==> config.mk <==
export PLATFORM = sky130hd
export DESIGN_NAME = mnsce_exec
export DESIGN_NICKNAME = d
export VERILOG_FILES = /design/src/hdl/mnsce_pkg.sv /design/src/hdl/mnsce_exec.sv /design/src/hdl/mnsce_negate.sv
export SDC_FILE = /design/constraint.sdc
export NUM_CORES = 1
export LEC_CHECK = 0
export ABC_AREA = 0
export BUFFER_PORTS_ARGS = -buffer_cell sky130_fd_sc_hd__buf_2
export CAP_MARGIN = 10
export CORE_AREA = 8 8 350 352
export DETAILED_ROUTE_END_ITERATION = 10
export DIE_AREA = 0 0 358 360
export GPL_TIMING_DRIVEN = 0
export PLACE_DENSITY_LB_ADDON = 0.08
export SLEW_MARGIN = 20
export SYNTH_ARGS = -nofsm -noshare
export SYNTH_HDL_FRONTEND = slang
export SYNTH_SLANG_ARGS = --single-unit
==> constraint.sdc <==
create_clock -name core_clk -period 13.7 [get_ports core_clk]
set_input_delay 2.055 -clock core_clk [delete_from_list [all_inputs] [get_ports core_clk]]
set_output_delay 2.055 -clock core_clk [all_outputs]
set_load 0.02 [all_outputs]
==> src/hdl/mnsce_pkg.sv <==
package mnsce_pkg;

  localparam int unsigned PC_W = 21;
  localparam int unsigned STACK_DEPTH = 31;
  localparam int unsigned SP_W = 5;

  // Opcode field values.
  localparam logic [7:0] OP_MUL_LIT = 8'h0d;
  localparam logic [6:0] OP_MUL_FILE = 7'h01;
  localparam logic [6:0] OP_NEG_FILE = 7'h36;
  localparam logic [4:0] OP_REL_CALL = 5'h1b;
  localparam logic [3:0] OP_SECOND_WORD = 4'hf;
  localparam logic [15:0] OP_IDLE = 16'h0000;
  localparam logic [15:0] OP_POP = 16'h0006;
  localparam logic [15:0] OP_PUSH = 16'h0005;
  localparam logic [15:0] OP_RESET = 16'h00ff;

  localparam logic [7:0] ACCESS_LIMIT = 8'h5f;
  localparam logic [7:0] ACCESS_SFR_BASE = 8'h60;
  localparam logic [3:0] ACCESS_SFR_BANK = 4'hf;
  localparam logic [PC_W-1:0] PC_STEP = 21'h000002;

  // Reset values.
  localparam logic [PC_W-1:0] PC_RST = 21'h000000;
  localparam logic [7:0] BYTE_RST = 8'h00;
  localparam logic [4:0] FLAGS_RST = 5'h00;
  localparam logic [SP_W-1:0] SP_RST = 5'h00;

  // Status flag bit positions.
  localparam int unsigned FLAG_C = 0;
  localparam int unsigned FLAG_DC = 1;
  localparam int unsigned FLAG_Z = 2;
  localparam int unsigned FLAG_OV = 3;
  localparam int unsigned FLAG_N = 4;

  typedef struct packed {
    logic valid;
    logic [15:0] word;
    logic [PC_W-1:0] pc;
    logic ext_set_en;
  } mnsce_instr_t;

  typedef struct packed {
    logic req;
    logic [11:0] addr;
    logic [7:0] data;
  } mnsce_mem_wr_t;

endpackage

==> src/hdl/mnsce_exec.sv <==
// Functional notes
// - Literal multiply: accumulator times literal, accumulator kept.
// - Product high byte and low byte registers.
// - File multiply: accumulator times file, both kept.
// - Multiplies never touch status flags.
// - Access bit picks access bank or bank select.
// - Negate file register, update five flags.
// - Pop discards top, older entry becomes top.
// - Push program counter plus two.
// - Relative call pushes return, jumps by 2n.
// - Relative call takes two cycles, second idle.
// - Software reset restores external reset values.
`timescale 1ns/1ns
module mnsce_exec (
  input wire logic core_clk,
  input wire logic rst_b,
  input wire mnsce_pkg::mnsce_instr_t instr,
  input wire logic [7:0] accumulator,
  input wire logic [7:0] file_rdata,
  output mnsce_pkg::mnsce_mem_wr_t file_wr,
  output logic [11:0] file_raddr,
  output logic [7:0] product_high_byte,
  output logic [7:0] product_low_byte,
  output logic [4:0] status_flags,
  output logic [7:0] bank_select_reg,
  output logic [mnsce_pkg::PC_W-1:0] program_counter,
  output logic pc_load,
  output logic [mnsce_pkg::PC_W-1:0] stack_top_entry,
  output logic [mnsce_pkg::SP_W-1:0] stack_ptr,
  output logic busy,
  output logic soft_reset
);

  typedef struct packed {
    mnsce_pkg::mnsce_mem_wr_t wr;
    logic [11:0] raddr;
    logic [7:0] prod_hi;
    logic [7:0] prod_lo;
    logic [4:0] flags;
    logic [7:0] bank_sel;
    logic [mnsce_pkg::PC_W-1:0] pc;
    logic pc_load;
    logic [mnsce_pkg::SP_W-1:0] sp;
    logic busy;
    logic soft_reset;
  } mnsce_state_t;

  mnsce_state_t state;
  mnsce_state_t next_state;
  logic [mnsce_pkg::PC_W-1:0] stack_mem [mnsce_pkg::STACK_DEPTH];
  logic stack_we;
  logic [mnsce_pkg::SP_W-1:0] stack_wptr;
  logic [mnsce_pkg::PC_W-1:0] stack_wdata;
  logic [7:0] neg_result;
  logic [4:0] neg_flags;
  logic [15:0] product;
  logic [mnsce_pkg::PC_W-1:0] ret_addr;
  logic [mnsce_pkg::PC_W-1:0] rel_offset;

  // Operand address for the file forms, resolved from access bit and bank.
  function automatic logic [11:0] file_addr(input logic [15:0] w,
                                            input logic [7:0] bank_sel,
                                            input logic ext_en);
    logic [11:0] a;
    a = {bank_sel[3:0], w[7:0]};
    if (!w[8]) begin
      // Indexed literal offset resolution belongs to the front end.
      if (ext_en && w[7:0] <= mnsce_pkg::ACCESS_LIMIT) begin
        a = {4'h0, w[7:0]};
      end else if (w[7:0] >= mnsce_pkg::ACCESS_SFR_BASE) begin
        a = {mnsce_pkg::ACCESS_SFR_BANK, w[7:0]};
      end else begin
        a = {4'h0, w[7:0]};
      end
    end
    return a;
  endfunction

  mnsce_negate u_negate (
    .operand(file_rdata),
    .result(neg_result),
    .flags(neg_flags)
  );

  // The file operand is read combinationally so both forms finish in one
  // cycle; this costs a longer path through the data memory.
  always_comb begin
    file_raddr = file_addr(instr.word, state.bank_sel, instr.ext_set_en);
  end

  always_comb begin
    next_state = state;
    next_state.wr = '0;
    next_state.pc_load = 1'b0;
    next_state.soft_reset = 1'b0;
    next_state.raddr = file_raddr;
    stack_we = 1'b0;
    stack_wptr = state.sp;
    ret_addr = instr.pc + mnsce_pkg::PC_STEP;
    rel_offset = mnsce_pkg::PC_W'({{10{instr.word[10]}}, instr.word[10:0]});
    stack_wdata = ret_addr;
    product = 16'h0000;
    if (state.busy) begin
      next_state.busy = 1'b0;
    end else if (instr.valid) begin
      if (instr.word[15:8] == mnsce_pkg::OP_MUL_LIT) begin
        product = accumulator * instr.word[7:0];
        next_state.prod_hi = product[15:8];
        next_state.prod_lo = product[7:0];
      end else if (instr.word[15:9] == mnsce_pkg::OP_MUL_FILE) begin
        product = accumulator * file_rdata;
        next_state.prod_hi = product[15:8];
        next_state.prod_lo = product[7:0];
      end else if (instr.word[15:9] == mnsce_pkg::OP_NEG_FILE) begin
        next_state.wr.req = 1'b1;
        next_state.wr.addr = file_raddr;
        next_state.wr.data = neg_result;
        next_state.flags = neg_flags;
      end else if (instr.word == mnsce_pkg::OP_POP) begin
        if (state.sp != mnsce_pkg::SP_RST) begin
          next_state.sp = state.sp - 5'h01;
        end
      end else if (instr.word == mnsce_pkg::OP_PUSH) begin
        stack_we = (state.sp != 5'(mnsce_pkg::STACK_DEPTH));
        next_state.sp = state.sp + 5'(stack_we);
      end else if (instr.word[15:11] == mnsce_pkg::OP_REL_CALL) begin
        stack_we = (state.sp != 5'(mnsce_pkg::STACK_DEPTH));
        next_state.sp = state.sp + 5'(stack_we);
        next_state.pc = ret_addr + (rel_offset << 1);
        next_state.pc_load = 1'b1;
        next_state.busy = 1'b1;
      end else if (instr.word == mnsce_pkg::OP_RESET) begin
        next_state.soft_reset = 1'b1;
        next_state.prod_hi = mnsce_pkg::BYTE_RST;
        next_state.prod_lo = mnsce_pkg::BYTE_RST;
        next_state.flags = mnsce_pkg::FLAGS_RST;
        next_state.bank_sel = mnsce_pkg::BYTE_RST;
        next_state.pc = mnsce_pkg::PC_RST;
        next_state.pc_load = 1'b1;
        next_state.sp = mnsce_pkg::SP_RST;
      end else begin
        // Idle words, second words and unhandled opcodes leave state alone.
        next_state.busy = 1'b0;
      end
    end
  end

  always_ff @(posedge core_clk or negedge rst_b) begin
    if (!rst_b) begin
      state <= '0;
    end else begin
      state <= next_state;
    end
  end

  // Entries above the pointer are stale, so the array needs no reset.
  always_ff @(posedge core_clk) begin
    if (stack_we) begin
      stack_mem[stack_wptr] <= stack_wdata;
    end
  end

  // Top of stack reads zero when the stack is empty.
  always_ff @(posedge core_clk or negedge rst_b) begin
    if (!rst_b) begin
      stack_top_entry <= mnsce_pkg::PC_RST;
    end else if (stack_we) begin
      stack_top_entry <= stack_wdata;
    end else if (next_state.sp == mnsce_pkg::SP_RST) begin
      stack_top_entry <= mnsce_pkg::PC_RST;
    end else begin
      stack_top_entry <= stack_mem[next_state.sp - 5'h01];
    end
  end

  always_comb begin
    file_wr = state.wr;
    product_high_byte = state.prod_hi;
    product_low_byte = state.prod_lo;
    status_flags = state.flags;
    bank_select_reg = state.bank_sel;
    program_counter = state.pc;
    pc_load = state.pc_load;
    stack_ptr = state.sp;
    busy = state.busy;
    soft_reset = state.soft_reset;
  end

endmodule // mnsce_exec

==> src/hdl/mnsce_negate.sv <==
`timescale 1ns/1ns
module mnsce_negate (
  input wire logic [7:0] operand,
  output logic [7:0] result,
  output logic [4:0] flags
);

  logic [8:0] sum;
  logic [4:0] low_sum;

  always_comb begin
    sum = {1'b0, ~operand} + 9'h001;
    low_sum = {1'b0, ~operand[3:0]} + 5'h01;
    result = sum[7:0];
    flags = '0;
    flags[mnsce_pkg::FLAG_C] = sum[8];
    flags[mnsce_pkg::FLAG_DC] = low_sum[4];
    flags[mnsce_pkg::FLAG_Z] = (sum[7:0] == 8'h00);
    flags[mnsce_pkg::FLAG_OV] = (operand == 8'h80);
    flags[mnsce_pkg::FLAG_N] = sum[7];
  end

endmodule // mnsce_negate

=== Word level (Yosys, flattened, before mapping) ===
Memories as Yosys holds them, arrays and structs flattened.
Index checks and enable logic that the tools add are counted.

* Register bits: 100
* Bits in writable memories: 651
* Output and inout port bits: 112
* Logic and storage cells: 112
* Memories: 1

* Add/subtract/negate cells: 7
* Multiply operators: 2
* $lt $le $gt $ge: 2
* Eq/ne operators: 19
* Muxes and demuxes: 51
* Bitwise operators: 9
* Reductions and logical operators: 8

{| class="wikitable"
|+ Memories
! memory !! depth !! width !! read ports !! clocked after Yosys merged registers in !! wr ports !! line !! text
|-
| stack_mem || 31 || 21 || 1 || 0 || 1 || mnsce_exec.sv:50 || <nowiki>logic [mnsce_pkg::PC_W-1:0] stack_mem [mnsce_pkg::STACK_DEPTH];</nowiki>
|}

{| class="wikitable"
|+ Operators with widths
! kind !! number
|-
| 56-bit two-way mux || 9
|-
| 21-bit two-way mux || 7
|-
| 51-bit two-way mux || 2
|-
| 16-bit two-way mux || 3
|-
| 12-bit two-way mux || 3
|-
| 16-bit by 3-bit == test with 1-bit output, second input constant || 2
|-
| 8-bit by 8-bit multiplier with 16-bit output || 2
|-
| 8-bit two-way mux || 4
|-
| 29-bit two-way mux || 1
|-
| 28-bit two-way mux || 1
|-
| 21-bit by 2-bit adder with 21-bit output, second input constant || 1
|-
| 21-bit adder || 1
|-
| 5-bit two-way mux || 4
|-
| 16-bit by 8-bit == test with 1-bit output, second input constant || 1
|-
| 8-bit AND reduction || 2
|-
| 1-bit two-way mux || 14
|-
| 3-bit != test, second input constant || 4
|-
| 5-bit by 1-bit subtractor with 5-bit output, second input constant || 2
|-
| 8-bit by 1-bit adder with 9-bit output, second input constant || 1
|-
| 9-bit by 1-bit != test with 1-bit output, second input constant || 1
|-
| 9-bit AND reduction || 1
|-
| 8-bit by 4-bit == test with 1-bit output, second input constant || 1
|-
| 8-bit == test, second input constant || 1
|-
| 8-bit by 7-bit >= comparator with 1-bit output, second input constant || 1
|-
| 20 further kinds || 29
|}

=== Longest topological paths before layout ===
Gate-level depths: netlist of the first run.
An unclocked memory read counts as a cell.

* Word-level depth: 22
* Mapped depth: 21
* Gate-level depth less buffers: 20

=== Cells and area by module ===
Synthesis of the first run repeated with hierarchy kept, for this count alone.

* Cell total of the unflattened synthesis: 2183
* Area total of the unflattened synthesis: 34688.3 µm²

{| class="wikitable"
|+ Modules (own cells, without submodules)
! module !! instances !! cells each !! area an instance (µm²) !! seq. area each (µm²)
|-
| mnsce_exec || 1 || 2151 || 34453.0 || 21775.9
|-
| mnsce_negate || 1 || 32 || 235.2 || 0.0
|}

=== Least setup slack after synthesis of the first run ===
No wires, ideal clock.

* Path kind: input to register
* Start point: in instr[24] (netlist bit)
* End point: reg state, in the netlist product_high_byte[6]
* Setup time: 0.135 ns
* Arrival time: 6.256 ns
* Slack: 7.310 ns
* Stages on the path: 18
* Path buffers: 1
* Cells stage by stage: clkbuf_1 -> and2_1 -> fa_1 -> inv_1 -> fa_1 -> inv_1 -> fa_1 -> inv_1 -> fa_1 -> inv_1 -> ha_1 -> a21oi_1 -> o21ai_0 -> a211o_1 -> a2111oi_0 -> nor2_1 -> a221oi_1 -> o31ai_1

* Word-level cells in the longest chain between the ends: 3
* Elaborated cells between the ends (all ways): 9

{| class="wikitable"
|+ Ends and longest elaborated chain
! element !! line !! text
|-
| from (decl) || mnsce_exec.sv:17 || <nowiki>input wire mnsce_pkg::mnsce_instr_t instr,</nowiki>
|-
| parallel branches: the longest is 3 deep, another holds 8-bit by 8-bit multiplier with 16-bit output || - ||
|-
| to (signal assigned) || mnsce_exec.sv:152 || <nowiki>state <= next_state;</nowiki>
|-
| to (decl) || mnsce_exec.sv:48 || <nowiki>mnsce_state_t state;</nowiki>
|}

Several ways; the timed one is not identified.
A chain may end at the register's enable or synchronous reset.

=== Worst setup path after layout of the first run ===
* Start point: in instr[37] (netlist bit)
* End point: reg stack_top_entry[14] (netlist bit)

* Word-level cells in the longest chain between the ends: 22
* Elaborated cells between the ends (all ways): 37

{| class="wikitable"
|+ Ends and longest elaborated chain
! element !! line !! text
|-
| 16-bit by 8-bit == test with 1-bit output || mnsce_exec.sv:132 || <nowiki>end else if (instr.word == mnsce_pkg::OP_RESET) begin</nowiki>
|-
| 56-bit two-way mux || mnsce_exec.sv:132 ||
|-
| 56-bit two-way mux || mnsce_exec.sv:126 || <nowiki>end else if (instr.word[15:11] == mnsce_pkg::OP_REL_CALL) begin</nowiki>
|-
| 56-bit two-way mux || mnsce_exec.sv:123 || <nowiki>end else if (instr.word == mnsce_pkg::OP_PUSH) begin</nowiki>
|-
| 56-bit two-way mux || mnsce_exec.sv:119 || <nowiki>end else if (instr.word == mnsce_pkg::OP_POP) begin</nowiki>
|-
| 56-bit two-way mux || mnsce_exec.sv:114 || <nowiki>end else if (instr.word[15:9] == mnsce_pkg::OP_NEG_FILE) begin</nowiki>
|-
| 56-bit two-way mux || mnsce_exec.sv:110 || <nowiki>end else if (instr.word[15:9] == mnsce_pkg::OP_MUL_FILE) begin</nowiki>
|-
| 56-bit two-way mux || mnsce_exec.sv:106 || <nowiki>if (instr.word[15:8] == mnsce_pkg::OP_MUL_LIT) begin</nowiki>
|-
| (+6 left out) || - ||
|-
| 8-bit two-way mux || mnsce_exec.sv:110 ||
|-
| 8-bit two-way mux || mnsce_exec.sv:106 ||
|-
| 8-bit two-way mux || mnsce_exec.sv:105 || <nowiki>end else if (instr.valid) begin</nowiki>
|-
| 6-bit two-way mux || mnsce_exec.sv:103 || <nowiki>if (state.busy) begin</nowiki>
|-
| 5-bit by 1-bit subtractor with 5-bit output || mnsce_exec.sv:172 || <nowiki>stack_top_entry <= stack_mem[next_state.sp - 5'h01];</nowiki>
|-
| memory read 31 x 21 bit || - ||
|-
| 21-bit two-way mux || mnsce_exec.sv:169 || <nowiki>end else if (next_state.sp == mnsce_pkg::SP_RST) begin</nowiki>
|-
| 21-bit two-way mux (*) || mnsce_exec.sv:167 || <nowiki>end else if (stack_we) begin</nowiki>
|-
| to (signal assigned) || mnsce_exec.sv:168 || <nowiki>stack_top_entry <= stack_wdata;</nowiki>
|-
| to (signal assigned) || mnsce_exec.sv:170 || <nowiki>stack_top_entry <= mnsce_pkg::PC_RST;</nowiki>
|-
| to (signal assigned) || mnsce_exec.sv:172 ||
|-
| to (decl) || mnsce_exec.sv:28 || <nowiki>output logic [mnsce_pkg::PC_W-1:0] stack_top_entry,</nowiki>
|}

Every way passes the cells marked *; elsewhere a longest branch is shown, timed or not. The select of a mux whose other input is x is not followed.

==> results of run 1 <==
area by class of cell:
cell class / count / area share [%]
clock inverter: 47 / 0.934
sequential: 740 / 52.1
antenna: 1 / 0.00599
inverter: 124 / 1.11
buffer: 134 / 1.62
multi-input combinational: 1226 / 29.3
clock buffer: 107 / 5.48
tap: 1536 / 4.60
timing repair buffer: 222 / 4.81
power groups by stage:
stage	Combinational (mW)	Sequential, mW	Clock, mW
after floorplan	0.967	2.60	0
after global placement	1.56	2.57	0
after detailed placement	1.59	2.56	0
after CTS	1.60	2.52	2.25
after global routing	1.70	2.52	2.33
final	1.56	2.52	2.19
registers in the layout (all words and copies together), names as in the netlist:
signal / cells
product_low_byte: 8
pc_load: 1
program_counter: 21
busy: 1
soft_reset: 1
file_wr: 18
stack_top_entry: 21
stack_mem: 651
product_high_byte: 8
status_flags: 5
stack_ptr: 5
metrics by stage:
step	instances	util [%]	area, sq um	hold WS, ns
after floorplan	2224	-	34700	0.586
after global placement	3919	32.0	37400	0.465
after detailed placement	3982	33.4	39100	0.471
after CTS	4136	35.7	41800	0.483
after global routing	4136	35.7	41800	0.511
final	4137	35.7	41800	0.479
critical path: cells and delay by family:
family	cells	cell delay (ns)
buf+inv	9	3.55
simple gates	3	0.99
mux	1	0.44
fa+ha+maj	1	0.45
compound gates	4	1.10
per-layer routing:
metal / vias to the layer above / wire length [um]
met5: - / 25
met4: 4 / 1620
met3: 108 / 5060
met2: 471 / 53400
met1: 10900 / 48000
li1: 9036 / -
logic make-up (layout without fill, tap and decap cells):
family          count (synthesis)  after routing  synth area share [%]
other cells                     1              9                0.0108
buf+inv                       258            634                  3.29
fa+ha+maj                     176            176                  7.92
mux                           197            197                  11.3
flops                         740            740                  62.7
compound gates                262            262                  5.49
xor+xnor                       55             55                  1.43
simple gates                  528            528                  7.77
cell usage after synthesis (37+ instances only):
| library cell | instances | area, sq um |
|---|---|---|
| ha_1 | 103 | 1290 |
| edfxtp_1 | 651 | 19500 |
| inv_1 | 124 | 465 |
| dfrtp_1 | 89 | 2230 |
| buf_4 | 37 | 278 |
| clkbuf_1 | 74 | 278 |
| mux4_2 | 155 | 3490 |
| nand2_1 | 175 | 657 |
| and2_1 | 114 | 713 |
| nor2_1 | 89 | 334 |
| fa_1 | 73 | 1460 |
| xnor2_1 | 41 | 359 |
path summary, 6_finish.rpt:
kind,start,end,slack [ns],cells past startpoint
setup / recovery,instr[37],stack_top_entry[14],5.53,18
hold / removal,product_low_byte[0],product_low_byte[0],0.48,2
setup reg to reg,stack_ptr[2],stack_top_entry[14],6.67,17
hold reg to reg,product_low_byte[0],product_low_byte[0],0.48,2
max in group asynchronous,rst_b,stack_ptr[2],11.71,2
min in group asynchronous,rst_b,stack_top_entry[20],1.33,1
layout by cell type (no fill, tap or decap), drive strengths merged, types with 10 or more instances in the layout:
cell type / synthesis / final
ha: 103 / 103
a21oi: 35 / 35
mux2i: 24 / 24
buf: 60 / 282
a22oi: 11 / 11
a31oi: 10 / 10
o21ai: 41 / 41
a22o: 15 / 15
xnor2: 43 / 43
nand2: 175 / 175
nand4: 20 / 20
clkinv: 0 / 35
o2111ai: 13 / 13
nor2: 89 / 89
a31o: 15 / 15
and2: 115 / 115
inv: 124 / 129
nor3: 15 / 15
nand3: 23 / 23
and3: 22 / 22
clkbuf: 74 / 181
mux2: 18 / 18
edfxtp: 651 / 651
fa: 73 / 73
nand2b: 11 / 11
a211oi: 17 / 17
mux4: 155 / 155
dfrtp: 89 / 89
o31ai: 20 / 20
o211ai: 21 / 21
nor2b: 20 / 20
xor2: 12 / 12
==> reports/qor.csv, run 1 <==
stage,metric,value,unit
global_routing,initial antenna violation count,9,
sta,Slew HR,23.5,%
power,sw power,1.89,mW
global_routing,vias in the first global route,21700,
routing,DRT antenna net count,0,
sta,final setup margin,5.53,ns
floorplan,row count,126,
sta,Worst-Margin Slew,1.15,ns
layout,register area,0.0218,sq mm
power,pwr dens,150,mW/mm^2
logic_synthesis,register area share after synthesis,62.7,%
power,Worst IR Drop VDD,89.8,uV
logic_synthesis,Mapped Avg Cell Area,15.7,sq um
global_routing,met1 GRT Util,22.6,%
routing,DRC Markers,0,
routing,WL final,108000,um
logic_synthesis,async set or reset register ratio after synthesis,12.0,%
global_routing,total global-route track usage,16.6,%
clock_tree,number of CTS-inserted buffers,85,
worst_setup_path,maximum fanout along the worst path,11,
logic_synthesis,Mapped Area,0.0347,sq mm
sta,Clock Skew,0.0318,ns
clock_tree,Clock Latency Late Sink,0.66,ns
logic_synthesis,Ys Warns,0,
routing,via count,20500,
clock_tree,CTS H-tree lvls,3,
sta,final hold violations,0,
worst_setup_path,Setup CP Type,in2reg,
floorplan,Boundary Pins,169,
place,Port Buf Inserts,159,
layout,area grow syn2layout,20.4,%
place,post-DP HPWL,80500,um
sta,TNS Setup,0,ns
logic_synthesis,"EDFF count, synth",651,
worst_setup_path,Crit. End Element,flop,
sta,"Slew Viols, Final",0,
worst_setup_path,crit path launch type,input pin,
layout,area of the multi-input gates,0.0123,sq mm
global_routing,grt met3 use,2.59,%
logic_synthesis,#FFs+latches synth,740,
power,combinational power share,24.9,%
worst_setup_path,Crit path arrival time,8.64,ns
run,Max Cap Viol,0,
logic_synthesis,"Top FF cell, synth",edfxtp_1,
sta,fin crit share,59.6,%
power,Switching Fraction,30.2,%
routing,drt wl/cell,26.1,um
floorplan,core area,0.117,sq mm
power,Reg power frac,40.2,%
sta,setup violators final,0,
global_routing,met2 usage,28.3,%
floorplan,Vert. Die Dim,360,um
clock_tree,clock-pin slew on the worst setup and hold paths,0.06,ns
clock_tree,# hold bufs at CTS,0,
global_routing,first-pass GRT wire length,156000,um
floorplan,initial core utilization,29.7,%
place,post-place setup slack,4.80,ns
clock_tree,post-CTS setup buffer count,0,
min_path,Hold Crit Class,reg2reg,
global_routing,total gr overflow,0,
clock_tree,CTS tree,done,
routing,initial drt markers,1448,
floorplan,die area,0.129,sq mm
clock_tree,post_cts resized,0,
clock_tree,clock sink total,740,
clock_tree,root buffer cell,clkbuf_16,
global_routing,largest net degree at the start of global routing,55,
clock_tree,maximum buffer depth of the clock tree,3,
power,Total Power,6.27,mW
layout,layout cells sized above 1,25.7,%
worst_setup_path,cell mode on critical path,buf_2,
logic_synthesis,Syn Inst Count,2217,
sta,RSZ-0062 raised after global routing,false,
power,Clock power frac,35.0,%
layout,Layout Nets,2766,
layout,Fillers,11200,
routing,DRT Pass-1 Iters,5,
place,routability cong.,0.782,
worst_setup_path,Worst EP required,14.18,ns
worst_setup_path,critical-path cell list,buf_2 > nor4_2 > and4_1 > buf_2 > a31o_2 > a2111oi_0 > nor3_1 > buf_2 > buf_4 > inv_1 > buf_2 > ha_1 > clkbuf_1 > clkbuf_1 > clkbuf_1 > mux4_2 > a211oi_1 > o31ai_1,
worst_setup_path,max incr delay on CP,0.78,ns
logic_synthesis,Synth cell types,80,
global_routing,GR peak layer,met2,
sta,fmax,0.122,GHz
power,Internal,4.37,mW
routing,Via density,4.96,
worst_setup_path,Critical-path top delay cell,clkbuf_1,
run_status,status,finished clean,
floorplan,die extent in x,358,um
sta,Final min period,8.17,ns
power,Leakage,15.2,nW
(Power assumes the default switching activity.)
==> inputs of run 2 (changes only) <==
clock period = 7.1 ns   (was 13.7 ns; I/O delays follow)
==> reports/qor.csv, run 2 (synthesis results as in run 1) <==
stage,metric,value,unit
sta,TNS Setup,0,ns
layout,"commonest non-fill, non-tap cell in the layout",edfxtp_1,
layout,area grow syn2layout,20.4,%
global_routing,vias in the first global route,21700,
worst_setup_path,crit path to,stack_top_entry[14],
power,pwr dens,289,mW/mm^2
clock_tree,number of CTS-inserted buffers,85,
clock_tree,clock-pin slew on the worst setup and hold paths,0.06,ns
layout,post-layout instance area,0.0418,sq mm
clock_tree,root buffer cell,clkbuf_16,
sta,Worst-Margin Slew,1.15,ns
worst_setup_path,Crit. End Element,flop,
layout,max FFs per register,651,
place,placed cell areas,0.0391,sq mm
clock_tree,CTS H-tree lvls,3,
power,sw power,3.66,mW
min_path,Hold Crit Class,in2async,
clock_tree,# hold bufs at CTS,0,
clock_tree,maximum buffer depth of the clock tree,3,
worst_setup_path,Crit path arrival time,7.38,ns
place,placed cell count,3982,
power,Clock power frac,35.0,%
floorplan,row count,126,
layout,Layout Nets,2766,
sta,final setup margin,0.192,ns
floorplan,initial core utilization,29.7,%
clock_tree,clock sink total,740,
layout,Top reg by flops,stack_mem,
floorplan,Boundary Pins,169,
sta,Min Hold Slack,0.341,ns
routing,DRT antenna net count,0,
clock_tree,CTS tree,done,
worst_setup_path,crit path launch type,input pin,
place,Port Buf Inserts,159,
worst_setup_path,Worst EP required,7.58,ns
routing,DRT Pass-1 Iters,5,
layout,layout cells sized above 1,25.7,%
clock_tree,post_cts resized,1,
power,Worst IR Drop VDD,173,uV
global_routing,largest net degree at the start of global routing,55,
routing,DRC Markers,0,
worst_setup_path,crit path from,instr[37],
worst_setup_path,maximum fanout along the worst path,11,
sta,final hold violations,0,
floorplan,Vert. Die Dim,360,um
routing,drt wl/cell,26.1,um
sta,"Slew Viols, Final",0,
worst_setup_path,"setup slack, reg-to-reg",0.34,ns
clock_tree,Clock Latency Late Sink,0.66,ns
floorplan,die extent in x,358,um
sta,Slew HR,23.3,%
layout,area of the multi-input gates,0.0123,sq mm
power,Internal,8.44,mW
place,post-place setup slack,-0.813,ns
run_status,status,finished clean,
power,combinational power share,24.9,%
place,post-DP HPWL,80500,um
global_routing,total gr overflow,0,
worst_setup_path,Setup CP Type,in2reg,
routing,initial drt markers,1451,
power,Total Power,12.1,mW
worst_setup_path,reg2reg start,stack_ptr[2],
sta,setup violators final,0,
clock_tree,post-CTS setup buffer count,0,
place,routability cong.,0.782,
sta,RSZ-0062 raised after global routing,false,
sta,Final min period,6.91,ns
layout,most frequent cells in the layout,"edfxtp_1 (651), buf_2 (179), nand2_1 (175)",
sta,fmax,0.145,GHz
power,Switching Fraction,30.2,%
sta,fin crit share,97.3,%
layout,Fillers,11200,
layout,Finished Layout Cells,4137,
power,Leakage,15.2,nW
run,Max Cap Viol,0,
layout,register area,0.0218,sq mm
power,Reg power frac,40.2,%
global_routing,total global-route track usage,16.6,%
routing,Via density,4.96,
global_routing,first-pass GRT wire length,156000,um
sta,Clock Skew,0.0314,ns
layout,final core occ,35.7,%
floorplan,core area,0.117,sq mm
worst_setup_path,R2R depth,17,
routing,via count,20500,
floorplan,die area,0.129,sq mm
routing,WL final,108000,um
global_routing,initial antenna violation count,9,
worst_setup_path,FF-to-FF End,stack_top_entry[14],
==> run 2: cell counts in the layout (fill, tap and decap cells not counted) <==
Identical to the previous run, type by type.
==> run 2: critical path, cell delays in order <==
cell and delay [ns]:
buf_2 0.16, nor4_2 0.54, and4_1 0.27, buf_2 0.18
a31o_2 0.26, a2111oi_0 0.13, nor3_1 0.18, buf_2 0.36
buf_4 0.35, inv_1 0.13, buf_2 0.24, ha_1 0.45
clkbuf_1 0.71, clkbuf_2 0.53, clkbuf_1 0.63, mux4_2 0.44
a211oi_1 0.50, o31ai_1 0.21
==> run 2: worst min path at each step <==
stage,to,slack [ns]
floorplan,status_flags[0],0.59
global placement,product_low_byte[5],0.46
detailed placement,status_flags[3],0.47
CTS,stack_top_entry[2],0.30
global route,stack_top_entry[2],0.34
finish,stack_top_entry[20],0.34
==> run 2: final cells by class <==
class	instances	share of cell area, %
antenna	1	0.00599
buffer	134	1.62
clock buffer	107	5.48
clock inverter	47	0.934
inverter	124	1.11
multi-input combinational	1226	29.3
sequential	740	52.1
tap	1536	4.60
timing repair buffer	222	4.81
==> run 2: power by group through the flow <==
| stage | Sequential [mW] | Combinational [mW] | Clock (mW) |
|---|---|---|---|
| 2_1_floorplan | 5.01 | 1.87 | 0 |
| 3_3_place_gp | 4.96 | 3.01 | 0 |
| 3_5_place_dp | 4.95 | 3.07 | 0 |
| 4_1_cts | 4.86 | 3.08 | 4.35 |
| 5_1_grt | 4.86 | 3.29 | 4.50 |
| 6_report | 4.86 | 3.01 | 4.23 |
==> run 2: metal layers <==
layer  share of wire, %  routed length (um)  global-route usage (%)  vias up
met3                4.6                4960                    2.59      110
met1                 44               48000                    22.6    10900
met5              0.023                  25                       0        -
li1                   -                   -                       -     9033
met2                 49               53400                    28.3      477
met4                1.5                1650                    3.32        4
